==> src/rtl/adcp_pkg.sv <==
// Constants shared by the converter control block and its SAR engine.
// Assumes a 20 MHz system clock and a 32-bit AXI4-Lite register port.
package adcp_pkg;

   // ----------------------------------------------------------------
   // Converter geometry
   // ----------------------------------------------------------------
   localparam int          RES_BITS     = 10;
   localparam int          NUM_RESULTS  = 4;
   localparam int          NUM_INPUTS   = 8;
   localparam int          RESULT_SHIFT = 6;
   localparam logic [15:0] RESULT_RESET = 16'h0000;

   // ----------------------------------------------------------------
   // Timing: least conversion time, rounded up to whole clocks
   // ----------------------------------------------------------------
   localparam int CLK_PERIOD_PS  = 50000;
   localparam int CONV_TIME_PS   = 3500000;
   localparam int CONV_CYCLES    = (CONV_TIME_PS + CLK_PERIOD_PS - 1) / CLK_PERIOD_PS;
   localparam int BIT_CYCLES     = 6;
   localparam int SAMPLE_CYCLES  = CONV_CYCLES - RES_BITS * BIT_CYCLES;

   // ----------------------------------------------------------------
   // Register map (byte addresses)
   // ----------------------------------------------------------------
   localparam int          ADDR_W        = 8;
   localparam logic [7:0]  OFS_RESULT_A  = 8'h00;
   localparam logic [7:0]  OFS_UPPER_A   = 8'h10;
   localparam logic [7:0]  OFS_LOWER_A   = 8'h20;
   localparam logic [7:0]  OFS_CONTROL   = 8'h30;
   localparam logic [7:0]  OFS_STATUS    = 8'h34;
   localparam logic [7:0]  GROUP_MASK    = 8'hf0;
   localparam int          IDX_LSB       = 2;

   // Control register fields
   localparam int CTL_CHAN_LSB = 0;
   localparam int CTL_SCAN     = 3;
   localparam int CTL_TRIG_EN  = 4;
   localparam int CTL_IRQ_EN   = 5;
   localparam int CTL_START    = 6;
   localparam int CTL_W        = 7;

   // Status register fields
   localparam int STS_DONE = 0;
   localparam int STS_BUSY = 1;

   localparam logic [1:0] RESP_OKAY   = 2'b00;
   localparam logic [1:0] RESP_SLVERR = 2'b10;

   typedef enum logic [5:0] {
      KIND_WORD  = 6'b000001,
      KIND_UPPER = 6'b000010,
      KIND_LOWER = 6'b000100,
      KIND_CTRL  = 6'b001000,
      KIND_STAT  = 6'b010000,
      KIND_NONE  = 6'b100000
   } adcp_kind_e;

   typedef enum logic [2:0] {
      SAR_IDLE    = 3'b001,
      SAR_SAMPLE  = 3'b010,
      SAR_CONVERT = 3'b100
   } adcp_sar_e;

endpackage

==> src/rtl/adcp_conv_if.sv <==
// Handshake between the control block and the SAR engine.
// Both ends run on the one system clock.
`timescale 1ns/1ps
interface adcp_conv_if;
   import adcp_pkg::*;
   logic                start;
   logic [2:0]          chan;
   logic                busy;
   logic                done;
   logic [RES_BITS-1:0] result;

   modport ctrl (output start, output chan, input busy, input done, input result);
   modport sar  (input start, input chan, output busy, output done, output result);
endinterface

==> src/rtl/adcp_top.sv <==
// Converter control, result registers and AXI4-Lite register port.
// Assumes an external analog mux, DAC and comparator driven from the pins.
//
// Function
// - Four read-only 16-bit result registers
// - Result left-justified in bits 15..6
// - Low six result bits read zero
// - Upper byte readable directly over byte path
// - Upper-byte read latches low byte
// - Results clear to zero on reset
// - Input position in group selects register
// - Any of eight inputs selectable
// - Single mode converts once then stops
// - Scan mode cycles one to four inputs
// - Start by software or external trigger
// - Interrupt request on conversion end
// - At least 3.5 us per conversion
`timescale 1ns/1ps
module adcp_top
   import adcp_pkg::*;
(
   // Clock and reset
   input  wire logic                MCLK,
   input  wire logic                RST_N,
   // AXI4-Lite write channels
   input  wire logic [ADDR_W-1:0]   S_AXI_AWADDR,
   input  wire logic                S_AXI_AWVALID,
   output logic                     S_AXI_AWREADY,
   input  wire logic [31:0]         S_AXI_WDATA,
   input  wire logic [3:0]          S_AXI_WSTRB,
   input  wire logic                S_AXI_WVALID,
   output logic                     S_AXI_WREADY,
   output logic [1:0]               S_AXI_BRESP,
   output logic                     S_AXI_BVALID,
   input  wire logic                S_AXI_BREADY,
   // AXI4-Lite read channels
   input  wire logic [ADDR_W-1:0]   S_AXI_ARADDR,
   input  wire logic                S_AXI_ARVALID,
   output logic                     S_AXI_ARREADY,
   output logic [31:0]              S_AXI_RDATA,
   output logic [1:0]               S_AXI_RRESP,
   output logic                     S_AXI_RVALID,
   input  wire logic                S_AXI_RREADY,
   // Analog front end and trigger
   input  wire logic                EXT_TRIGGER,
   input  wire logic                COMPARATOR,
   output logic [RES_BITS-1:0]      DAC_CODE,
   output logic [2:0]               ANALOG_SELECT,
   output logic                     SAMPLE_HOLD,
   // Interrupt
   output logic                     CONVERSION_DONE_INTERRUPT
);

   // ----------------------------------------------------------------
   // Decode shared by read and write paths
   // ----------------------------------------------------------------
   function automatic adcp_kind_e addr_kind(input logic [ADDR_W-1:0] a);
      if (a[1:0] != 2'b00)                    addr_kind = KIND_NONE;
      else if ((a & GROUP_MASK) == OFS_RESULT_A) addr_kind = KIND_WORD;
      else if ((a & GROUP_MASK) == OFS_UPPER_A)  addr_kind = KIND_UPPER;
      else if ((a & GROUP_MASK) == OFS_LOWER_A)  addr_kind = KIND_LOWER;
      else if (a == OFS_CONTROL)              addr_kind = KIND_CTRL;
      else if (a == OFS_STATUS)               addr_kind = KIND_STAT;
      else                                    addr_kind = KIND_NONE;
   endfunction

   function automatic logic [1:0] addr_index(input logic [ADDR_W-1:0] a);
      addr_index = a[IDX_LSB +: 2];
   endfunction

   // ----------------------------------------------------------------
   // Pin synchronisers
   // ----------------------------------------------------------------
   logic       trig_meta, trig_sync, trig_prev;
   logic       comp_meta, comp_sync;

   always_ff @(posedge MCLK) begin
      if (!RST_N) begin
         trig_meta <= 1'b0;
         trig_sync <= 1'b0;
         trig_prev <= 1'b0;
         comp_meta <= 1'b0;
         comp_sync <= 1'b0;
      end else begin
         trig_meta <= EXT_TRIGGER;
         trig_sync <= trig_meta;
         trig_prev <= trig_sync;
         comp_meta <= COMPARATOR;
         comp_sync <= comp_meta;
      end
   end

   // ----------------------------------------------------------------
   // State
   // ----------------------------------------------------------------
   logic [15:0]       results [NUM_RESULTS];
   logic [7:0]        low_latch;
   logic [2:0]        chan_cfg;
   logic              scan_mode, trig_en, irq_en;
   logic              running, done_flag;
   logic [2:0]        cur_chan;
   logic              start_q;

   adcp_conv_if conv ();

   adcp_sar u_sar (
      .clk         (MCLK),
      .rst_n       (RST_N),
      .conv        (conv),
      .comp_high   (comp_sync),
      .dac_code    (DAC_CODE),
      .mux_sel     (ANALOG_SELECT),
      .hold_sample (SAMPLE_HOLD)
   );

   // ----------------------------------------------------------------
   // AXI write path: address and data accepted in either order
   // ----------------------------------------------------------------
   logic              aw_full, w_full;
   logic [ADDR_W-1:0] aw_addr;
   logic [31:0]       w_data;
   logic [3:0]        w_strb;
   logic              wr_fire;
   adcp_kind_e        wr_kind;

   assign S_AXI_AWREADY = !aw_full && !S_AXI_BVALID;
   assign S_AXI_WREADY  = !w_full && !S_AXI_BVALID;
   assign wr_fire       = aw_full && w_full && !S_AXI_BVALID;
   assign wr_kind       = addr_kind(aw_addr);

   always_ff @(posedge MCLK) begin
      if (!RST_N) begin
         aw_full      <= 1'b0;
         w_full       <= 1'b0;
         aw_addr      <= '0;
         w_data       <= 32'h0000_0000;
         w_strb       <= 4'h0;
         S_AXI_BVALID <= 1'b0;
         S_AXI_BRESP  <= RESP_OKAY;
      end else begin
         if (S_AXI_AWVALID && S_AXI_AWREADY) begin
            aw_full <= 1'b1;
            aw_addr <= S_AXI_AWADDR;
         end
         if (S_AXI_WVALID && S_AXI_WREADY) begin
            w_full <= 1'b1;
            w_data <= S_AXI_WDATA;
            w_strb <= S_AXI_WSTRB;
         end
         if (wr_fire) begin
            aw_full      <= 1'b0;
            w_full       <= 1'b0;
            S_AXI_BVALID <= 1'b1;
            S_AXI_BRESP  <= (wr_kind == KIND_NONE) ? RESP_SLVERR : RESP_OKAY;
         end else if (S_AXI_BVALID && S_AXI_BREADY) begin
            S_AXI_BVALID <= 1'b0;
         end
      end
   end

   // ----------------------------------------------------------------
   // Control register and run state
   // ----------------------------------------------------------------
   logic ctl_write, sw_start, sw_stop, trig_start, go;
   logic [1:0] last_pos;

   assign ctl_write  = wr_fire && (wr_kind == KIND_CTRL) && w_strb[0];
   assign sw_start   = ctl_write && w_data[CTL_START];
   assign sw_stop    = ctl_write && !w_data[CTL_START];
   assign trig_start = trig_en && trig_sync && !trig_prev && !running;
   assign go         = (sw_start && !running) || trig_start;
   assign last_pos   = chan_cfg[1:0];

   always_ff @(posedge MCLK) begin
      if (!RST_N) begin
         chan_cfg  <= 3'h0;
         scan_mode <= 1'b0;
         trig_en   <= 1'b0;
         irq_en    <= 1'b0;
      end else if (ctl_write) begin
         chan_cfg  <= w_data[CTL_CHAN_LSB +: 3];
         scan_mode <= w_data[CTL_SCAN];
         trig_en   <= w_data[CTL_TRIG_EN];
         irq_en    <= w_data[CTL_IRQ_EN];
      end
   end

   // Next input; a config write with START set while running changes the mode and wrap point of the running sequence
   always_ff @(posedge MCLK) begin
      if (!RST_N) begin
         running  <= 1'b0;
         cur_chan <= 3'h0;
      end else if (go) begin
         running  <= 1'b1;
         cur_chan <= (ctl_write ? w_data[CTL_SCAN] : scan_mode)
                     ? {(ctl_write ? w_data[CTL_CHAN_LSB + 2] : chan_cfg[2]), 2'b00}
                     : (ctl_write ? w_data[CTL_CHAN_LSB +: 3] : chan_cfg);
      end else if (sw_stop) begin
         running <= 1'b0;
      end else if (conv.done && running) begin
         if (!scan_mode) begin
            running <= 1'b0;
         end else if (cur_chan[1:0] == last_pos) begin
            cur_chan <= {cur_chan[2], 2'b00};
         end else begin
            cur_chan <= cur_chan + 3'h1;
         end
      end
   end

   // Issue one start per conversion; done gate stops a spare start in single mode
   always_ff @(posedge MCLK) begin
      if (!RST_N) begin
         start_q <= 1'b0;
      end else begin
         start_q <= running && !conv.busy && !start_q && !conv.done && !sw_stop;
      end
   end

   assign conv.start = start_q;
   assign conv.chan  = cur_chan;

   // ----------------------------------------------------------------
   // Result registers
   // ----------------------------------------------------------------
   always_ff @(posedge MCLK) begin
      if (!RST_N) begin
         for (int i = 0; i < NUM_RESULTS; i++) begin
            results[i] <= RESULT_RESET;
         end
      end else if (conv.done) begin
         results[ANALOG_SELECT[1:0]] <= {conv.result, {RESULT_SHIFT{1'b0}}};
      end
   end

   // ----------------------------------------------------------------
   // Completion flag and interrupt
   // ----------------------------------------------------------------
   logic done_clear;
   assign done_clear = wr_fire && (wr_kind == KIND_STAT) && w_strb[0] && w_data[STS_DONE];

   always_ff @(posedge MCLK) begin
      if (!RST_N) begin
         done_flag <= 1'b0;
      end else begin
         done_flag <= conv.done || (done_flag && !done_clear);
      end
   end

   always_ff @(posedge MCLK) begin
      if (!RST_N) begin
         CONVERSION_DONE_INTERRUPT <= 1'b0;
      end else begin
         CONVERSION_DONE_INTERRUPT <= irq_en && (conv.done || (done_flag && !done_clear));
      end
   end

   // ----------------------------------------------------------------
   // AXI read path
   // ----------------------------------------------------------------
   adcp_kind_e  rd_kind;
   logic [1:0]  rd_idx;
   logic [31:0] rd_word;

   assign rd_kind       = addr_kind(S_AXI_ARADDR);
   assign rd_idx        = addr_index(S_AXI_ARADDR);
   assign S_AXI_ARREADY = !S_AXI_RVALID;

   always_comb begin
      rd_word = 32'h0000_0000;
      case (rd_kind)
         KIND_WORD:  rd_word[15:0] = results[rd_idx];
         KIND_UPPER: rd_word[7:0]  = results[rd_idx][15:8];
         KIND_LOWER: rd_word[7:0]  = low_latch;
         KIND_CTRL:  rd_word[CTL_W-1:0] = {running, irq_en, trig_en, scan_mode, chan_cfg};
         KIND_STAT: begin
            rd_word[STS_DONE] = done_flag;
            rd_word[STS_BUSY] = running || conv.busy;
         end
         default:    rd_word = 32'h0000_0000;
      endcase
   end

   always_ff @(posedge MCLK) begin
      if (!RST_N) begin
         S_AXI_RVALID <= 1'b0;
         S_AXI_RDATA  <= 32'h0000_0000;
         S_AXI_RRESP  <= RESP_OKAY;
      end else if (S_AXI_ARVALID && S_AXI_ARREADY) begin
         S_AXI_RVALID <= 1'b1;
         S_AXI_RDATA  <= rd_word;
         S_AXI_RRESP  <= (rd_kind == KIND_NONE) ? RESP_SLVERR : RESP_OKAY;
      end else if (S_AXI_RVALID && S_AXI_RREADY) begin
         S_AXI_RVALID <= 1'b0;
      end
   end

   // Byte path relies on upper-then-lower order by software
   // latch low byte
   always_ff @(posedge MCLK) begin
      if (!RST_N) begin
         low_latch <= 8'h00;
      end else if (S_AXI_ARVALID && S_AXI_ARREADY && rd_kind == KIND_UPPER) begin
         low_latch <= results[rd_idx][7:0];
      end
   end

endmodule

==> src/rtl/adcp_sar.sv <==
// Successive-approximation engine: sample phase, then one bit per six clocks.
// Expects a comparator level already synchronised to the system clock.
`timescale 1ns/1ps
module adcp_sar
   import adcp_pkg::*;
(
   // Clock and reset
   input  wire logic                clk,
   input  wire logic                rst_n,
   // Control side
   adcp_conv_if.sar                 conv,
   // Analog front end
   input  wire logic                comp_high,
   output logic [RES_BITS-1:0]      dac_code,
   output logic [2:0]               mux_sel,
   output logic                     hold_sample
);

   localparam logic [7:0] SAMPLE_LAST = 8'(SAMPLE_CYCLES - 1);
   localparam logic [7:0] BIT_LAST    = 8'(BIT_CYCLES - 1);
   localparam logic [3:0] TOP_BIT     = 4'(RES_BITS - 1);
   localparam logic [RES_BITS-1:0] ONE = RES_BITS'(1);

   adcp_sar_e           state;
   logic [7:0]          step;
   logic [3:0]          bit_n;
   logic [RES_BITS-1:0] kept;

   assign conv.busy   = (state != SAR_IDLE);
   assign hold_sample = (state == SAR_SAMPLE);

   // Comparator high means input at or above the trial code: keep the bit
   always_comb begin
      kept = comp_high ? dac_code : (dac_code & ~(ONE << bit_n));
   end

   // ----------------------------------------------------------------
   // Sequencer
   // ----------------------------------------------------------------
   // fixed conversion length
   always_ff @(posedge clk) begin
      if (!rst_n) begin
         state       <= SAR_IDLE;
         step        <= 8'h00;
         bit_n       <= 4'h0;
         dac_code    <= '0;
         mux_sel     <= 3'h0;
         conv.done   <= 1'b0;
         conv.result <= '0;
      end else begin
         conv.done <= 1'b0;
         case (state)
            SAR_IDLE: begin
               if (conv.start) begin
                  state   <= SAR_SAMPLE;
                  mux_sel <= conv.chan;
                  step    <= 8'h00;
               end
            end
            SAR_SAMPLE: begin
               if (step == SAMPLE_LAST) begin
                  state    <= SAR_CONVERT;
                  step     <= 8'h00;
                  bit_n    <= TOP_BIT;
                  dac_code <= ONE << TOP_BIT;
               end else begin
                  step <= step + 8'h01;
               end
            end
            SAR_CONVERT: begin
               if (step == BIT_LAST) begin
                  step <= 8'h00;
                  if (bit_n == 4'h0) begin
                     conv.result <= kept;
                     conv.done   <= 1'b1;
                     state       <= SAR_IDLE;
                  end else begin
                     dac_code <= kept | (ONE << (bit_n - 4'h1));
                     bit_n    <= bit_n - 4'h1;
                  end
               end else begin
                  step <= step + 8'h01;
               end
            end
            default: state <= SAR_IDLE;
         endcase
      end
   end

endmodule

==> config.mk <==
export PLATFORM = sky130hd
export DESIGN_NAME = adcp_top
export DESIGN_NICKNAME = d
export VERILOG_FILES = /design/src/rtl/adcp_pkg.sv /design/src/rtl/adcp_conv_if.sv /design/src/rtl/adcp_top.sv /design/src/rtl/adcp_sar.sv
export SDC_FILE = /design/constraint.sdc
export NUM_CORES = 1
export LEC_CHECK = 0
export ABC_AREA = 1
export BUFFER_PORTS_ARGS = -buffer_cell sky130_fd_sc_hd__buf_2
export CORE_ASPECT_RATIO = 0.6
export CORE_UTILIZATION = 56
export CTS_CLUSTER_DIAMETER = 40
export DETAILED_ROUTE_END_ITERATION = 6
export PLACE_DENSITY_LB_ADDON = 0.25
export SYNTH_ARGS = -nofsm -noshare
export SYNTH_HDL_FRONTEND = slang
export SYNTH_SLANG_ARGS = --single-unit
==> constraint.sdc <==
create_clock -name MCLK -period 2.4 [get_ports MCLK]
set_input_delay 0 -clock MCLK [delete_from_list [all_inputs] [get_ports MCLK]]
set_output_delay 0 -clock MCLK [all_outputs]
set_load 0.02 [all_outputs]
==> results.sh, run 1 <==
export IMPL_status="complete, but fails checks"
export IMPL_violations="DRC"
export IMPL_async_flop_share_pct=0
export IMPL_power_frac_seq_pct=45.2
export IMPL_period_needed_ns=1.99
export IMPL_synth_area_leaders="dfxtp_1, edfxtp_1, nand2_1"
export IMPL_combPwrFrac_pct=6.5
export IMPL_place_ws_ns=0.468
export IMPL_holdCritPathClass="in -> reg"
export IMPL_nNetsFinal=947
export IMPL_endpoint_kind="register"
export IMPL_startpoint_type="register"
export IMPL_grt_use_total_pct=28.1
export IMPL_synth_largest_area_cell="dfxtp_1"
export IMPL_die_x_um=139
export IMPL_io_pins=117
export IMPL_fillers=842
export IMPL_post_route_util_pct=69.6
export IMPL_synth_edf_count=40
export IMPL_drtIter0Drc=523
export IMPL_cp_max_fo=13
export IMPL_p_sw_mw=1.23
export IMPL_cts_tree="yes"
export IMPL_clk_latency_ns=0.42
export IMPL_cp_required_ns=2.74
export IMPL_fin_skew_ns=0.00918
export IMPL_synth_avg_cell_area_sq_um=8.00
export IMPL_cts_max_path_buffers=2
export IMPL_maxCapViolCount=0
export IMPL_seq_area_frac_synth_pct=49.7
export IMPL_core_rowCount=29
export IMPL_synth_seq_cells=137
export IMPL_ys_top_cells_by_count="nand2_1, nor2_1, dfxtp_1, o21ai_0, inv_1"
export IMPL_vdd_ir_drop_max_v=0.000496
export IMPL_viasPerCell=5.52
export IMPL_netlist_area_sq_um=6320
export IMPL_gp_congestion=0.896
export IMPL_worstMarginPinSlew_ns=0.827
export IMPL_yosysTopAreaCellShare_pct=30.7
export IMPL_relSlewSlack_pct=44.8
export IMPL_grt_max_degree=31
export IMPL_ys_warn_count=0
export IMPL_synth_flop_cell="dfxtp_1"
export IMPL_grt_pass1_vias=5305
export IMPL_synth_cell_types=44
export IMPL_finalHoldViolCount=0
export IMPL_arrival_ns=2.32
export IMPL_antennaDiodeCount=0
export IMPL_powerDensity_nw_per_um2=732
export IMPL_period_share_pct=82.9
export IMPL_leakage_nw=3.01
export IMPL_clock_power_share_pct=48.3
export IMPL_ctsResizeCount=0
export IMPL_internal_power_mw=4.26
export IMPL_fin_tns_setup_ns=0
export IMPL_clock_root_buffer="clkbuf_16"
export IMPL_rsz0062_at_grt="false"
export IMPL_core_area_sq_um=10800
export IMPL_grt_overflow_total=0
export IMPL_syn2layout_area_growth_pct=18.5
export IMPL_slew_viol_final=0
export IMPL_routed_wl_um=15900
export IMPL_path_class="reg -> reg"
export IMPL_cts_reportedPaths_clkPinSlew_ns=0.05
export IMPL_cts_sinks=137
export IMPL_fmax_mhz=503
export IMPL_antenna_found_initial=0
export IMPL_antenna_left=0
export IMPL_hold_buffers=20
export IMPL_drc_errors=13
export IMPL_grt_pass1_wl_um=25600
export IMPL_cts_made_buffers=17
export IMPL_cts_max_level=4
export IMPL_chipHeight_um=84.3
export IMPL_drtPass1Iterations=7
export IMPL_swShare_pct=22.5
export IMPL_setup_viol_count_final=0
export IMPL_yosysMostFrequentCell="nand2_1"
export IMPL_initial_core_util_pct=58.7
export IMPL_hpwl_um=10900
export IMPL_numPortBuffers=70
export IMPL_vias=5687
export IMPL_wl_per_cell_um=15.5
export IMPL_die_area_sq_um=11700
export IMPL_postCtsSetupBuffers=0
export IMPL_timing_final_ws_setup_ns=0.411
export IMPL_synthCells=791
export IMPL_drive_gt1_share_pct=16.2
==> per-layer routing <==
| metal | up-vias | wire length (um) | part of all wire [%] | global-route usage (%) |
|---|---|---|---|---|
| met5 | - | 0 | 0 | 0 |
| met1 | 2630 | 6920 | 43 | 37.8 |
| met2 | 283 | 7260 | 46 | 45.1 |
| li1 | 2744 | - | - | - |
| met3 | 30 | 1500 | 9.4 | 6.45 |
| met4 | 0 | 252 | 1.6 | 8.99 |
==> sequential cells by signal (all words and copies together), names as in the netlist, 2 cells and up <==
register and flops:
u_sar.mux_sel 3, u_sar.step 8, aw_addr 8, w_data 7
u_sar.dac_code 10, S_AXI_RDATA 16, u_sar.bit_n 4, u_sar.state 3
results 40, u_sar.conv.result 10, low_latch 2, chan_cfg 3
conv.chan 3
==> placed cells by master, fill, tap and decap left out, drive strengths merged <==
master,count
nand2,136
nor2,133
dfxtp,97
inv,86
o21ai,84
buf,79
a21oi,61
nand3,48
edfxtp,40
clkbuf,24
dlygate4sd3,20
conb,18
a22oi,10
nand4,9
ha,8
nor3,8
clkinv,7
a31oi,4
xnor2,3
nor3b,3
xor2,3
a21boi,2
bufinv,2
o211ai,1
a211oi,1
o41ai,1
o21a,1
nand3b,1
or2,1
==> final cells by class <==
class                   instances  area, sq um  area share, %
clock buffers                  24          514           6.86
multi-input cells             536         2630           35.1
flip-flops and latches        137         3140           41.9
repair buffers                 99          618           8.24
well taps                     139          174           2.32
clock inverters                 8         90.1           1.20
inverters                      87          327           4.36
==> kinds of logic (layout without fill, tap and decap cells) <==
group | count (synthesis) | count (layout) | synth area share, %
buf+inv | 135 | 218 | 9.71
simple gates | 339 | 339 | 23.6
fa+ha+maj | 8 | 8 | 1.58
flops | 137 | 137 | 49.7
xor+xnor | 6 | 6 | 1.13
compound gates | 165 | 165 | 14.2
other cells | 1 | 18 | 0.0593
==> stage by stage <==
stage / cell area [sq um] / power (mW) / hold WS [ns] / std cells
2_1_floorplan: 6390 / 2.76 / 0.0976 / 808
3_3_place_gp: 6690 / 2.83 / 0.187 / 978
3_5_place_dp: 6690 / 2.84 / 0.191 / 978
4_1_cts: 7500 / 5.48 / 0.00581 / 1030
5_1_grt: 7500 / 5.65 / 0.0318 / 1030
6_report: 7500 / 5.49 / 0.0183 / 1030
==> path summary, 6_finish.rpt <==
check,startpoint,end,slack [ns],cells past startpoint
setup / recovery,u_sar.bit_n[0],u_sar.conv.result[6],0.41,10
hold / removal,S_AXI_ARADDR[4],S_AXI_RRESP[1],0.02,5
setup reg to reg,u_sar.bit_n[0],u_sar.conv.result[6],0.41,10
hold reg to reg,trig_sync,trig_prev,0.42,2
==> worst max-delay path, stage by stage, from the launching register on <==
cell and delay, ns:
dfxtp_1 0.34, inv_1 0.16, ha_1 0.23, inv_1 0.08
nor2_1 0.15, nand2_2 0.11, nor2_2 0.12, nand2_1 0.28
nor2_2 0.21, inv_2 0.09, o21ai_0 0.14
==> power by group through the flow <==
stage | clock, mW | combinational (mW) | sequential [mW]
finish | 2.65 | 0.355 | 2.48
global route | 2.77 | 0.391 | 2.49
CTS | 2.66 | 0.343 | 2.48
detailed placement | 0 | 0.316 | 2.53
global placement | 0 | 0.307 | 2.52
floorplan | 0 | 0.235 | 2.53
Note: power is estimated with default switching activity, not from simulation.
==> run 2: changes to the inputs <==
==> constraint.sdc (replaced) <==
create_clock -name MCLK -period 1.86 [get_ports MCLK]
set_input_delay 0 -clock MCLK [delete_from_list [all_inputs] [get_ports MCLK]]
set_output_delay 0 -clock MCLK [all_outputs]
set_load 0.02 [all_outputs]
==> results.sh, run 2 (same netlist as run 1, synthesis figures left out) <==
export IMPL_nNetsFinal=962
export IMPL_vias=5638
export IMPL_startpoint_type="register"
export IMPL_hpwl_um=10700
export IMPL_drtIter0Drc=521
export IMPL_grt_overflow_total=0
export IMPL_grt_pass1_wl_um=25000
export IMPL_die_area_sq_um=11700
export IMPL_clk_latency_ns=0.42
export IMPL_finalHoldViolCount=0
export IMPL_grt_max_degree=26
export IMPL_fillers=785
export IMPL_io_pins=117
export IMPL_wl_per_cell_um=15.1
export IMPL_leakage_nw=3.09
export IMPL_chipHeight_um=84.3
export IMPL_slew_viol_final=0
export IMPL_drtPass1Iterations=7
export IMPL_fin_tns_setup_ns=0
export IMPL_status="complete, but fails checks"
export IMPL_fin_cells=1045
export IMPL_cts_max_path_buffers=2
export IMPL_swShare_pct=23.9
export IMPL_routed_wl_um=15800
export IMPL_drc_errors=10
export IMPL_core_rowCount=29
export IMPL_cts_made_buffers=17
export IMPL_internal_power_mw=5.36
export IMPL_cp_slowest_stage_delay_ns=0.36
export IMPL_clock_power_share_pct=47.7
export IMPL_violations="DRC"
export IMPL_cts_max_level=4
export IMPL_gp_congestion=0.888
export IMPL_period_share_pct=92.7
export IMPL_cp_max_fo=5
export IMPL_largest_reg_flops=40
export IMPL_worstMarginPinSlew_ns=0.633
export IMPL_reg_top3="results x40, S_AXI_RDATA x16"
export IMPL_whs_ns=0.0468
export IMPL_final_cell_mix="nand2_1, nor2_1, dfxtp_1, o21ai_0, inv_1"
export IMPL_drive_gt1_share_pct=18.3
export IMPL_power_frac_seq_pct=45.5
export IMPL_vdd_ir_drop_max_v=0.000783
export IMPL_powerDensity_nw_per_um2=920
export IMPL_antenna_found_initial=0
export IMPL_grt_pass1_vias=5137
export IMPL_fin_skew_ns=0.00662
export IMPL_fmax_mhz=580
export IMPL_arrival_ns=2.08
export IMPL_endpoint_kind="register"
export IMPL_grt_use_total_pct=27.6
export IMPL_cts_reportedPaths_clkPinSlew_ns=0.06
export IMPL_largest_register="results"
export IMPL_setup_viol_count_final=0
export IMPL_post_route_util_pct=71.0
export IMPL_combPwrFrac_pct=6.8
export IMPL_final_common_cell="nand2_1"
export IMPL_antenna_left=0
export IMPL_critPathSlowestCell="dfxtp_2"
export IMPL_antennaDiodeCount=0
export IMPL_p_sw_mw=1.68
export IMPL_path_class="reg -> reg"
export IMPL_relSlewSlack_pct=57.4
export IMPL_syn2layout_area_growth_pct=21.0
export IMPL_cp_required_ns=2.21
export IMPL_period_needed_ns=1.72
export IMPL_viasPerCell=5.40
export IMPL_finalPower_mw=7.04
export IMPL_die_x_um=139
export IMPL_dp_cells=987
export IMPL_maxCapViolCount=0
export IMPL_initial_core_util_pct=58.7
export IMPL_numPortBuffers=70
export IMPL_cts_tree="yes"
export IMPL_cts_sinks=137
export IMPL_holdCritPathClass="in -> reg"
export IMPL_clock_root_buffer="clkbuf_16"
export IMPL_path_cells="inv_2 > ha_1 > inv_1 > nor2_2 > nand2_2 > nor2_4 > inv_2 > nand2_2 > nor2_4 > buf_4 > nand2_1 > a21oi_1"
export IMPL_core_area_sq_um=10800
-- run 2: changes by cell type in the layout (fill, tap and decap cells not counted), moves of 3 or more --
| cell | delta |
|---|---|
| dlygate4sd3_1 | +5 |
| clkbuf_1 | -3 |
| inv_4 | +4 |
| buf_4 | +9 |
| dfxtp_1 | -3 |
| clkinv_2 | -4 |
| dfxtp_2 | +3 |
-- run 2: timing repair --
action	in CTS	in global routing
endpoints found under the setup margin	8	26
buffers inserted	0	0
pin swaps	0	1
hold endpoints to repair	26	2
cloned	0	1
gates resized for setup	1	14
hold buffers	24	1
-- run 2: cell type report --
cell class | instances | area (sq um) | area share [%]
clock inverters | 12 | 109 | 1.42
repair buffers | 113 | 736 | 9.62
inverters | 87 | 329 | 4.30
multi-input cells | 537 | 2670 | 34.9
flip-flops and latches | 137 | 3150 | 41.1
clock buffers | 20 | 489 | 6.39
well taps | 139 | 174 | 2.27
-- run 2: worst max-delay path: cells and delay by family (launching register included) --
kind,cells,cell delay (ns)
buffers and inverters,4,0.39
AO/OA/AOI/OAI,1,0.13
flip-flops,1,0.36
AND/OR/NAND/NOR,6,0.56
adder cells (fa/ha/maj),1,0.22
-- run 2: power groups by stage --
stage	registers, mW	logic, mW	clock network [mW]
finish	3.20	0.482	3.36
global placement	3.26	0.406	0
floorplan	3.26	0.303	0
global route	3.21	0.529	3.52
CTS	3.20	0.460	3.38
detailed placement	3.26	0.417	0
-- run 2: metrics by stage --
step | setup WS (ns) | area [sq um]
2_1_floorplan | 0.0602 | 6390
3_3_place_gp | 0.0836 | 6760
3_5_place_dp | -0.0915 | 6760
4_1_cts | 0.00575 | 7600
5_1_grt | -0.00662 | 7650
6_report | 0.136 | 7650
-- run 2: routing by layer --
layer | up-vias | part of all wire, % | GRT usage [%]
met5 | - | 0 | 0
met4 | 0 | 1.8 | 11.8
met3 | 27 | 8.1 | 5.65
met2 | 265 | 44 | 42.9
met1 | 2589 | 46 | 37.8
li1 | 2757 | - | -
-- run 2: path summary, 6_finish.rpt --
kind,startpoint,end,slack (ns),cells past startpoint
worst max-delay path,u_sar.bit_n[0],u_sar.dac_code[7],0.14,12
worst min register to register,comp_meta,comp_sync,0.43,2
worst max register to register,u_sar.bit_n[0],u_sar.dac_code[7],0.14,12
worst min-delay path,S_AXI_ARADDR[6],S_AXI_RDATA[14],0.05,6
==> run 3: changes to the inputs <==
--- a/config.mk
+++ b/config.mk
@@ -5,10 +5,9 @@
 export SDC_FILE = /design/constraint.sdc
 export NUM_CORES = 1
 export LEC_CHECK = 0
-export ABC_AREA = 1
 export BUFFER_PORTS_ARGS = -buffer_cell sky130_fd_sc_hd__buf_2
 export CORE_ASPECT_RATIO = 0.6
-export CORE_UTILIZATION = 56
+export CORE_UTILIZATION = 55
 export CTS_CLUSTER_DIAMETER = 40
 export DETAILED_ROUTE_END_ITERATION = 6
 export PLACE_DENSITY_LB_ADDON = 0.25
==> results.sh, run 3 <==
export IMPL_cts_max_path_buffers=2
export IMPL_grt_use_total_pct=28.7
export IMPL_endpoint_kind="register"
export IMPL_core_area_sq_um=10800
export IMPL_hpwl_um=10800
export IMPL_vias=5278
export IMPL_vdd_ir_drop_max_v=0.000746
export IMPL_drtIter0Drc=521
export IMPL_wl_per_cell_um=17.6
export IMPL_violations="setup timing"
export IMPL_drtPass1Iterations=5
export IMPL_cp_startpoint="aw_addr[0]"
export IMPL_antenna_left=0
export IMPL_relSlewSlack_pct=61.2
export IMPL_fin_skew_ns=0.00613
export IMPL_largest_register="results"
export IMPL_drc_errors=0
export IMPL_synth_largest_area_cell="dfxtp_1"
export IMPL_rsz0062_at_grt="true"
export IMPL_final_common_cell="dfxtp_1"
export IMPL_cts_made_buffers=17
export IMPL_core_rowCount=29
export IMPL_synth_cell_types=58
export IMPL_period_needed_ns=1.93
export IMPL_gp_congestion=0.895
export IMPL_worstMarginPinSlew_ns=0.577
export IMPL_clk_latency_ns=0.42
export IMPL_leakage_nw=3.33
export IMPL_die_x_um=139
export IMPL_initial_core_util_pct=57.8
export IMPL_syn2layout_area_growth_pct=27.8
export IMPL_async_flop_share_pct=0
export IMPL_arrival_ns=2.25
export IMPL_yosysMostFrequentCell="dfxtp_1"
export IMPL_startpoint_type="register"
export IMPL_status="complete, but fails checks"
export IMPL_fillers=742
export IMPL_slew_viol_final=0
export IMPL_routed_wl_um=16100
export IMPL_hold_end="u_sar.conv.result[4]"
export IMPL_timing_final_ws_setup_ns=-0.0740
export IMPL_reg_top3="results x40, S_AXI_RDATA x16"
export IMPL_r2r_cells=7
export IMPL_hp_start="RST_N"
export IMPL_synth_flop_cell="dfxtp_1"
export IMPL_grt_pass1_vias=4959
export IMPL_maxCapViolCount=0
export IMPL_nNetsFinal=835
export IMPL_cp_required_ns=2.17
export IMPL_yosysTopAreaCellShare_pct=31.2
export IMPL_r2r_start="aw_addr[0]"
export IMPL_r2r_slack_ns=-0.07
export IMPL_synthCells=628
export IMPL_grt_overflow_total=0
export IMPL_post_route_util_pct=73.9
export IMPL_io_pins=117
export IMPL_period_share_pct=104
export IMPL_drive_gt1_share_pct=26.1
export IMPL_seq_area_frac_synth_pct=50.5
export IMPL_final_cell_mix="dfxtp_1, buf_2, nand2_1, buf_4, nor2_1"
export IMPL_antenna_found_initial=0
export IMPL_finalHoldViolCount=0
export IMPL_netlist_area_sq_um=6230
export IMPL_grt_pass1_wl_um=26100
export IMPL_synth_avg_cell_area_sq_um=9.92
export IMPL_largest_reg_flops=40
export IMPL_cts_tree="yes"
export IMPL_r2r_end="conv.chan[2]"
export IMPL_ys_warn_count=0
export IMPL_cts_reportedPaths_clkPinSlew_ns=0.06
export IMPL_synth_edf_count=40
export IMPL_holdCritPathClass="in -> reg"
export IMPL_cts_sinks=137
export IMPL_path_class="reg -> reg"
export IMPL_grt_max_degree=44
export IMPL_numPortBuffers=70
export IMPL_powerDensity_nw_per_um2=897
export IMPL_clock_root_buffer="clkbuf_16"
export IMPL_synth_area_leaders="dfxtp_1, edfxtp_1, nand2_1"
export IMPL_fmax_mhz=517
export IMPL_cts_max_level=4
export IMPL_ys_top_cells_by_count="dfxtp_1, nand2_1, nor2_1, edfxtp_1, and2_1"
export IMPL_setup_viol_count_final=8
export IMPL_antennaDiodeCount=0
export IMPL_place_ws_ns=-0.233
export IMPL_chipHeight_um=84.4
export IMPL_synth_seq_cells=137
export IMPL_viasPerCell=5.75
export IMPL_die_area_sq_um=11800
export IMPL_cp_max_fo=4
export IMPL_hold_depth=3
## run 3: logic make-up after synthesis
| logic type | synth area share, % |
|---|---|
| mux | 7.35 |
| compound gates | 11.4 |
| xor+xnor | 1.69 |
| fa+ha+maj | 1.61 |
| buf+inv | 5.26 |
| other cells | 0.0602 |
| simple gates | 22.2 |
| flops | 50.5 |
## run 3: stage by stage
step	hold slack, ns	setup TNS (ns)	total power [mW]	cell area (sq um)	instances
6_report	0.0374	-0.192	7.14	7960	918
5_1_grt	0.0420	-0.857	7.36	7960	918
4_1_cts	0.0162	-0.633	7.16	7940	918
3_5_place_dp	0.192	-3.40	3.63	7000	860
3_3_place_gp	0.187	-2.09	3.62	7000	860
2_1_floorplan	0.100	-0.307	3.51	6300	645
## run 3: worst max-delay path by stage
stage,to,cells after the start,slack [ns]
finish,conv.chan[2],7,-0.07
global route,conv.chan[2],7,-0.14
CTS,conv.chan[2],7,-0.1
detailed placement,u_sar.dac_code[4],6,-0.23
global placement,u_sar.dac_code[4],7,-0.14
floorplan,conv.chan[2],6,-0.09
## run 3: power breakdown
| part | switching (mW) | total (mW) | internal, mW |
|---|---|---|---|
| Sequential | 0.0421 | 3.18 | 3.14 |
| Clock | 1.40 | 3.51 | 2.12 |
| Combinational | 0.269 | 0.453 | 0.184 |
## run 3: area by class of cell
cell class / instances / area [sq um] / area share [%]
Sequential cell: 137 / 3150 / 39.5
Multi-Input combinational cell: 442 / 2890 / 36.3
Timing Repair Buffer: 156 / 1080 / 13.5
Clock buffer: 20 / 500 / 6.29
Tap cell: 139 / 174 / 2.18
Clock inverter: 12 / 125 / 1.57
Inverter: 12 / 45.0 / 0.566
## run 3: critical path: stages, from the launching register on
cell     delay [ns]
dfxtp_2        0.32
or4_4          0.55
buf_6          0.15
nor4_4         0.15
buf_4          0.19
mux2i_4        0.26
a21oi_2        0.09
o21a_1         0.11
## run 3: repair_timing
item / 4_1_cts / 5_1_grt
setup endpoints to repair: 28 / 17
buffers inserted: 1 / 0
endpoints found under the hold margin: 24 / 0
pin swaps: 5 / 5
resized for setup: 12 / 7
hold buffers: 25 / 0
## run 3: per-layer routing
layer	track usage, %	vias up	part of all wire [%]
li1	-	2468	-
met1	41.2	2535	45
met2	44.0	254	46
met3	5.65	21	7.9
met4	8.69	0	1.1
met5	0	-	0
